### src/inc/qpc_pkg.sv
// Package for the quadrature decoder and per-scan pulse counters.
// Assumes one 20 MHz system clock and a synchronous active-high reset.
package qpc_pkg;
   // ****************************************
   // Widths and reset values
   // ****************************************
   localparam int QPC_CNT_W = 32;
   localparam int QPC_SYNC_STAGES = 3;
   localparam logic [31:0] QPC_CNT_RST = 32'h0000_0000;
   localparam logic [1:0] QPC_PHASE_RST = 2'h0;

   // ****************************************
   // Counting resolution modes
   // ****************************************
   typedef enum logic [1:0] {
      QPC_MODE_X1 = 2'h0,
      QPC_MODE_X2 = 2'h1,
      QPC_MODE_X4 = 2'h3
   } qpc_mode_t;

   // ****************************************
   // Terminal pair assignments
   // ****************************************
   typedef enum logic [2:0] {
      QPC_FN_IDLE = 3'h0,
      QPC_FN_QUAD = 3'h1,
      QPC_FN_EDGE_TALLY = 3'h2,
      QPC_FN_EDGE_TIMING = 3'h3,
      QPC_FN_SERIAL_REC = 3'h4,
      QPC_FN_TRIG_WAIT = 3'h5
   } qpc_fn_t;
endpackage
### src/hw/qpc_quadrature_pulse_counter.sv
// Quadrature decoders over adjacent terminal pairs, plus per-terminal scan pulse counters.
// Assumes terminals are asynchronous pins and scan_start is a one-cycle pulse on clk.
// Notes on behaviour
// - Net count rises when A leads B, falls when B leads A.
// - Report net direction and separate A-leading and B-leading totals.
// - Lowest resolution: add one on A rising while A leads.
// - Lowest resolution: subtract one on A falling while B leads.
// - Double resolution: count both edges of A only, signed by lead.
// - Full resolution: count every edge of both phases, signed by lead.
// - Each pulse input has its own 32-bit counter over the scan.
// - At scan start capture each counter then clear it, keeping a pulse seen in that same cycle.
// - Pulse counters wrap rather than saturate beyond 2^32 pulses.
// - Each detected pulse adds exactly one to its counter.
// - Adjacent terminal pairs feed the A and B lines of one decoder.
module qpc_quadrature_pulse_counter
   import qpc_pkg::*;
#(
   parameter int NUM_PAIRS = 6
) (
   input wire logic clk, // System clock, 20 MHz.
   input wire logic rst, // Synchronous reset, active high.
   input wire logic [2*NUM_PAIRS-1:0] term_in, // Raw terminal pins.
   input wire logic scan_start, // One-cycle scan boundary strobe.
   input wire logic [2*NUM_PAIRS-1:0][2:0] term_fn, // Requested function per terminal.
   input wire logic [NUM_PAIRS-1:0][1:0] quad_mode, // Resolution per pair.
   output logic [NUM_PAIRS-1:0][QPC_CNT_W-1:0] quad_net, // Signed net count.
   output logic [NUM_PAIRS-1:0] quad_dir_fwd, // Net direction, high when the net count is positive.
   output logic [NUM_PAIRS-1:0][QPC_CNT_W-1:0] quad_fwd, // A-leading total.
   output logic [NUM_PAIRS-1:0][QPC_CNT_W-1:0] quad_rev, // B-leading total.
   output logic [2*NUM_PAIRS-1:0][QPC_CNT_W-1:0] tally_value, // Last scan's pulse count.
   output logic tally_valid, // Pulses high the cycle after scan_start, with the captured counts.
   output logic [NUM_PAIRS-1:0] pair_conflict // Pair assignment conflicts.
);
   localparam int NT = 2 * NUM_PAIRS;

   // ****************************************
   // Input synchronisers
   // ****************************************
   // Three stages; a level is accepted only once stages two and three agree.
   // The agreement filter costs a cycle but keeps a metastable stage from making an edge.
   logic [NT-1:0] s1_q, s2_q, s3_q, lvl_q;
   always_ff @(posedge clk) begin
      if (rst) begin
         s1_q <= '0;
         s2_q <= '0;
         s3_q <= '0;
         lvl_q <= '0;
      end else begin
         s1_q <= term_in;
         s2_q <= s1_q;
         s3_q <= s2_q;
         lvl_q <= (s2_q & s3_q) | (lvl_q & (s2_q | s3_q));
      end
   end
   logic [NT-1:0] lvl_d1_q;
   always_ff @(posedge clk) begin
      if (rst) lvl_d1_q <= '0;
      else lvl_d1_q <= lvl_q;
   end
   wire [NT-1:0] rise = lvl_q & ~lvl_d1_q;

   // ****************************************
   // Pulse counters
   // ****************************************
   logic [NT-1:0][QPC_CNT_W-1:0] tally_q;
   logic valid_q;
   always_ff @(posedge clk) begin
      if (rst) valid_q <= 1'b0;
      else valid_q <= scan_start;
   end
   assign tally_valid = valid_q;

   genvar t;
   generate
      for (t = 0; t < NT; t++) begin : g_tally
         wire active = (term_fn[t] == QPC_FN_EDGE_TALLY);
         // A pulse seen with the strobe opens the new scan, so none is lost at the boundary.
         wire [QPC_CNT_W-1:0] inc = {{(QPC_CNT_W-1){1'b0}}, rise[t] & active};
         always_ff @(posedge clk) begin
            if (rst) begin
               tally_q[t] <= QPC_CNT_RST;
               tally_value[t] <= QPC_CNT_RST;
            end else if (scan_start) begin
               tally_value[t] <= tally_q[t];
               tally_q[t] <= inc;
            end else begin
               tally_q[t] <= tally_q[t] + inc;
            end
         end

         // ****************************************
         // Checks
         // ****************************************
         scan_capture_a: assert property (@(posedge clk) disable iff (rst)
            scan_start |=> tally_value[t] == $past(tally_q[t]) && valid_q)
            else $error("scan capture wrong");
         scan_clear_a: assert property (@(posedge clk) disable iff (rst)
            scan_start |=> tally_q[t] <= 32'h0000_0001)
            else $error("counter not cleared at scan");
         tally_step_a: assert property (@(posedge clk) disable iff (rst)
            (!scan_start && !$past(scan_start))
            |-> (tally_q[t] - $past(tally_q[t])) <= 32'h0000_0001)
            else $error("counter stepped by more than one");
         tally_count_a: assert property (@(posedge clk) disable iff (rst)
            (!scan_start && rise[t] && active)
            |=> tally_q[t] == $past(tally_q[t]) + 32'h0000_0001)
            else $error("pulse not counted once");
      end
   endgenerate

   // ****************************************
   // Quadrature decoders
   // ****************************************
   genvar p;
   generate
      for (p = 0; p < NUM_PAIRS; p++) begin : g_quad
         wire a = lvl_q[2*p];
         wire b = lvl_q[2*p+1];
         wire a_ch = a ^ lvl_d1_q[2*p];
         wire b_ch = b ^ lvl_d1_q[2*p+1];
         wire both = a_ch & b_ch;
         // A leads when, after the change, A differs from B on an A edge, or equals B on a B edge.
         wire a_lead_a = a_ch & ~both & (a != b);
         wire a_lead_b = b_ch & ~both & (a == b);
         wire b_lead_a = a_ch & ~both & (a == b);
         wire b_lead_b = b_ch & ~both & (a != b);
         wire en = (term_fn[2*p] == QPC_FN_QUAD) && (term_fn[2*p+1] == QPC_FN_QUAD);
         logic up, dn;
         always_comb begin
            case (quad_mode[p])
               QPC_MODE_X1: begin
                  up = a_lead_a & a;
                  dn = b_lead_a & ~a;
               end
               QPC_MODE_X2: begin
                  up = a_lead_a;
                  dn = b_lead_a;
               end
               QPC_MODE_X4: begin
                  up = a_lead_a | a_lead_b;
                  dn = b_lead_a | b_lead_b;
               end
               // Code 2 is left unused and counts nothing.
               default: begin
                  up = 1'b0;
                  dn = 1'b0;
               end
            endcase
         end
         // Direction follows the new net value, so a step onto zero reads as not forward.
         wire [QPC_CNT_W-1:0] net_inc = quad_net[p] + 32'h0000_0001;
         wire [QPC_CNT_W-1:0] net_dec = quad_net[p] - 32'h0000_0001;
         wire inc_pos = ~net_inc[QPC_CNT_W-1] & (net_inc != '0);
         wire dec_pos = ~net_dec[QPC_CNT_W-1] & (net_dec != '0);
         always_ff @(posedge clk) begin
            if (rst) begin
               quad_net[p] <= QPC_CNT_RST;
               quad_fwd[p] <= QPC_CNT_RST;
               quad_rev[p] <= QPC_CNT_RST;
               quad_dir_fwd[p] <= 1'b0;
            end else if (en) begin
               if (up) begin
                  quad_net[p] <= net_inc;
                  quad_fwd[p] <= quad_fwd[p] + 32'h0000_0001;
                  quad_dir_fwd[p] <= inc_pos;
               end else if (dn) begin
                  quad_net[p] <= net_dec;
                  quad_rev[p] <= quad_rev[p] + 32'h0000_0001;
                  quad_dir_fwd[p] <= dec_pos;
               end
            end
         end

         // A serial recorder on either terminal excludes the listed partner uses.
         wire ser0 = term_fn[2*p] == QPC_FN_SERIAL_REC;
         wire ser1 = term_fn[2*p+1] == QPC_FN_SERIAL_REC;
         wire bad0 = term_fn[2*p] inside {QPC_FN_EDGE_TALLY, QPC_FN_EDGE_TIMING, QPC_FN_TRIG_WAIT};
         wire bad1 = term_fn[2*p+1] inside {QPC_FN_EDGE_TALLY, QPC_FN_EDGE_TIMING,
                                            QPC_FN_TRIG_WAIT};
         always_ff @(posedge clk) begin
            if (rst) pair_conflict[p] <= 1'b0;
            else pair_conflict[p] <= (ser0 & bad1) | (ser1 & bad0);
         end

         // ****************************************
         // Checks
         // ****************************************
         x1_fall_hold_a: assert property (@(posedge clk) disable iff (rst)
            (en && quad_mode[p] == QPC_MODE_X1 && a_ch && !a) |=> $stable(quad_fwd[p]))
            else $error("x1 counted up on an A fall");
         both_change_a: assert property (@(posedge clk) disable iff (rst)
            both |=> $stable(quad_net[p]))
            else $error("count moved on a double phase change");
         net_balance_a: assert property (@(posedge clk) disable iff (rst)
            (quad_fwd[p] - quad_rev[p]) == quad_net[p])
            else $error("net count does not match totals");
         x4_up_a: assert property (@(posedge clk) disable iff (rst)
            (en && quad_mode[p] == QPC_MODE_X4 && a_lead_b)
            |=> quad_net[p] == $past(quad_net[p]) + 32'h0000_0001)
            else $error("x4 missed a B edge count");
         x2_down_a: assert property (@(posedge clk) disable iff (rst)
            (en && quad_mode[p] == QPC_MODE_X2 && b_lead_a)
            |=> quad_rev[p] == $past(quad_rev[p]) + 32'h0000_0001)
            else $error("x2 missed a reverse count");
         x1_rise_up_a: assert property (@(posedge clk) disable iff (rst)
            (en && quad_mode[p] == QPC_MODE_X1 && a_lead_a && a)
            |=> quad_fwd[p] == $past(quad_fwd[p]) + 32'h0000_0001)
            else $error("x1 missed a forward count");
         x1_fall_down_a: assert property (@(posedge clk) disable iff (rst)
            (en && quad_mode[p] == QPC_MODE_X1 && b_lead_a && !a)
            |=> quad_net[p] == $past(quad_net[p]) - 32'h0000_0001)
            else $error("x1 missed a reverse count");
         x2_up_a: assert property (@(posedge clk) disable iff (rst)
            (en && quad_mode[p] == QPC_MODE_X2 && a_lead_a)
            |=> quad_fwd[p] == $past(quad_fwd[p]) + 32'h0000_0001)
            else $error("x2 missed a forward count");
         dir_sign_a: assert property (@(posedge clk) disable iff (rst)
            quad_dir_fwd[p] == (!quad_net[p][QPC_CNT_W-1] && (quad_net[p] != '0)))
            else $error("direction disagrees with net count");
         idle_hold_a: assert property (@(posedge clk) disable iff (rst)
            !en |=> $stable(quad_net[p]))
            else $error("decoder counted while not paired");
         conflict_flag_a: assert property (@(posedge clk) disable iff (rst)
            ((ser0 && bad1) || (ser1 && bad0)) |=> pair_conflict[p])
            else $error("conflict not flagged");
      end
   endgenerate

endmodule

### config.mk
export PLATFORM = sky130hd
export DESIGN_NAME = qpc_quadrature_pulse_counter
export DESIGN_NICKNAME = d
export VERILOG_FILES = /design/src/inc/qpc_pkg.sv /design/src/hw/qpc_quadrature_pulse_counter.sv
export SDC_FILE = /design/constraint.sdc
export NUM_CORES = 2
export LEC_CHECK = 0
export BUFFER_PORTS_ARGS = -buffer_cell sky130_fd_sc_hd__buf_4
export CORE_AREA = 2 2 400 402
export DETAILED_ROUTE_END_ITERATION = 12
export DIE_AREA = 0 0 402 404
export HOLD_SLACK_MARGIN = 0.06
export SLEW_MARGIN = 20
export SYNTH_ARGS = -nofsm -noshare
export SYNTH_HDL_FRONTEND = slang
export SYNTH_SLANG_ARGS = --single-unit
### constraint.sdc
create_clock -name clk -period 9.43 [get_ports clk]
set_input_delay 0.943 -clock clk [delete_from_list [all_inputs] [get_ports clk]]
set_output_delay 0.943 -clock clk [all_outputs]
set_load 0.02 [all_outputs]
==> impl_metrics.ini <==
[sta]
period_share_pct = 46.25
timing.hold.ws_ns = 0.3884
setup_ws_ns = 5.068
slew_violations = 0
final_hold_viol_count = 0
fmax_mhz = 229.3
rsz0062_at_grt = no
finalClockSkew_ns = 0.06443
worst_pin_slew_ns = 1.258
slew_headroom_pct = 16.00
finalSetupTns_ns = 0
setup_viol = 0
period_minus_slack_ns = 4.362

[logic_synthesis]
synthArstFlopShare_pct = 0
syn_area_per_cell_um2 = 8.445
synth-adder-area-share_pct = 1.255
synth.area.mux_share_pct = 6.307
syn-cell-area_um2 = 65780
synth_compound_area_share_pct = 7.371
yosysSeqAreaShare_pct = 43.12
synthTopCellsByCount = nor2_1, dfxtp_1, nand2_1
synth_simple_gate_area_share_pct = 27.26
synthCells = 7789
synth-seq-cells = 1417
synth_top_family_by_area = simple AND/OR/NAND/NOR gates
syn-num-nets = 7918
yosysTopAreaCell = dfxtp_1
synth_edf_count = 0
synth_xor_area_share_pct = 11.41
synth_top_cell_area_share_pct = 43.12
yosys_warnings = 0
synth.most_common_cell = nor2_1
synth_area_leaders = dfxtp_1, nor2_1, xor2_1
synth_flop_cell = dfxtp_1
yosysUniqueCellTypes = 97

[outcome]
outcome = complete, no violations

[power_and_ir_drop]
vdd_drop_max_mv = 0.1541
p_leak_nw = 32.23
power.density_nw_per_um2 = 160.2
p_total_mw = 12.93

[placed_design]
hpwl_um = 161900
numPortBuffers = 1035
dp.cells = 10504
gp_congestion = 0.9344
post_dp_cell_area_um2 = 75000
place_ws_ns = 4.847

[grt]
gr-total-overflow = 0
grt_pass1_wl_um = 329100
grt_antenna_before_repair = 14
grt_start_max_net_pins = 214
track_usage_pct = 25.61
grt_pass1_vias = 53473

[critical_path]
cp_max_fo = 9
crit_required_ns = 10.11
cp-start-kind = flip-flop
critPathArrivalTime_ns = 5.04
end_kind = flip-flop
critPathKind = reg2reg

[die]
die_x_um = 402
num_rows = 146
die_y_um = 404
die-area_um2 = 162400
initial_utilization_pct = 41.68
placeableCoreArea_um2 = 157800
top_level_ports = 1036

[worst_hold_path]
holdCritPathClass = in2reg

[cts]
holdBufCountCts = 0
clock_path_buffers = 3
path_clk_slew_ns = 0.06
htree_num_levels = 4
cts_root_buffer = clkbuf_16
cts_made_buffers = 160
post_cts_buffers = 0
cts.sinks = 1417
ctsResizeCount = 0
clock_latency_ns = 0.79
cts_tree = built

[cells_and_area]
syn_to_final_growth_pct = 22.75
finish.instance_area_um2 = 80750
filler_cell_count = 15164
final_cells = 10803
final_core_util_pct = 51.16
drive_gt1_share_pct = 16.64
fin_nets = 8723

[route]
routedWlPerCell_um = 20.23
drcViolationCount = 0
wl_um = 218600
dr.first_iter.drc_count = 4123
viasPerCell = 5.391
drtAntennaViolNets = 0
drtPass1Iterations = 6
dr_total_vias = 58235

[job]
max-cap-violations = 0
==> kinds of logic (layout without fill, tap and decap cells) <==
kind of cell	Yosys count	after routing
buf+inv	557	1490
other cells	0	9
flops	1417	1417
xor+xnor	857	857
simple gates	3649	3649
mux	414	414
fa+ha+maj	66	66
compound gates	829	829
==> layer usage <==
metal,part of all wire [%],vias to the layer above,track usage [%]
li1,-,28463,-
met1,42,27701,32.35
met2,45,1681,40.79
met3,7.7,382,7.078
met4,4.7,8,11.16
met5,0.025,-,0
==> report_power, final <==
part / total (mW) / switching (mW) / internal (mW)
Combinational: 0.262 / 0.183 / 0.0795
Clock: 6.67 / 2.70 / 3.97
Sequential: 6.00 / 0.00449 / 5.99
Total: 12.9 / 2.89 / 10.0
==> registers in the layout, indices dropped and copies added, names as in the netlist, 192 cells and up <==
signal	flops
tally_value	384
quad_net	192
quad_rev	192
quad_fwd	192
tally_q	384
==> layout make-up <==
| class | count | area [µm²] | share of cell area, % |
|---|---|---|---|
| Multi-Input combinational cell | 5815 | 35420 | 43.86 |
| Timing Repair Buffer | 1079 | 8178 | 10.13 |
| Clock buffer | 226 | 4643 | 5.750 |
| Sequential cell | 1417 | 28370 | 35.13 |
| Inverter | 121 | 454.2 | 0.5625 |
| Tap cell | 2072 | 2592 | 3.211 |
| Antenna cell | 9 | 22.52 | 0.02789 |
| Clock inverter | 64 | 1071 | 1.326 |
==> cell usage in the layout (no fill, tap or decap), drive strengths merged, types with 10 or more instances in the layout <==
cell type / count
inv: 128
bufinv: 18
buf: 1079
o22ai: 20
clkbuf: 226
nand3b: 18
nor4b: 20
a31oi: 46
mux2i: 410
and3: 178
nand2: 512
nand4b: 13
a21o: 10
nor4bb: 14
a21oi: 317
o21ai: 279
or4: 29
a22oi: 15
o32a: 10
nor4: 120
nand4: 211
and2: 66
o31ai: 12
or3: 199
nor3b: 20
nor3: 211
xnor2: 366
or2: 23
clkinv: 32
nand3: 366
a41oi: 10
dfxtp: 1417
xor2: 491
nor2: 1460
ha: 66
a211oi: 19
nand2b: 34
and4: 65
nor2b: 70
==> critical path, stage by stage, from the launching register on <==
cell and delay, ns:
dfxtp_1 0.45, ha_1 0.31, nor4bb_4 0.89, ha_1 0.34, ha_1 0.22, nand2_1 0.15, nor4_1 0.67, and4_1 0.31
nand4_1 0.31, or3_1 0.46, a21oi_1 0.15
==> path summary, 6_finish.rpt <==
kind	from	to	slack [ns]	cells after the start
hold / removal	term_in[7]	s1_q[7]	0.39	2
setup / recovery	lvl_q[3]	tally_q[124]	5.07	10
hold reg to reg	s1_q[11]	s2_q[11]	0.44	1
setup reg to reg	lvl_q[3]	tally_q[124]	5.07	10
No activity file was read; power rests on OpenSTA's default activity.
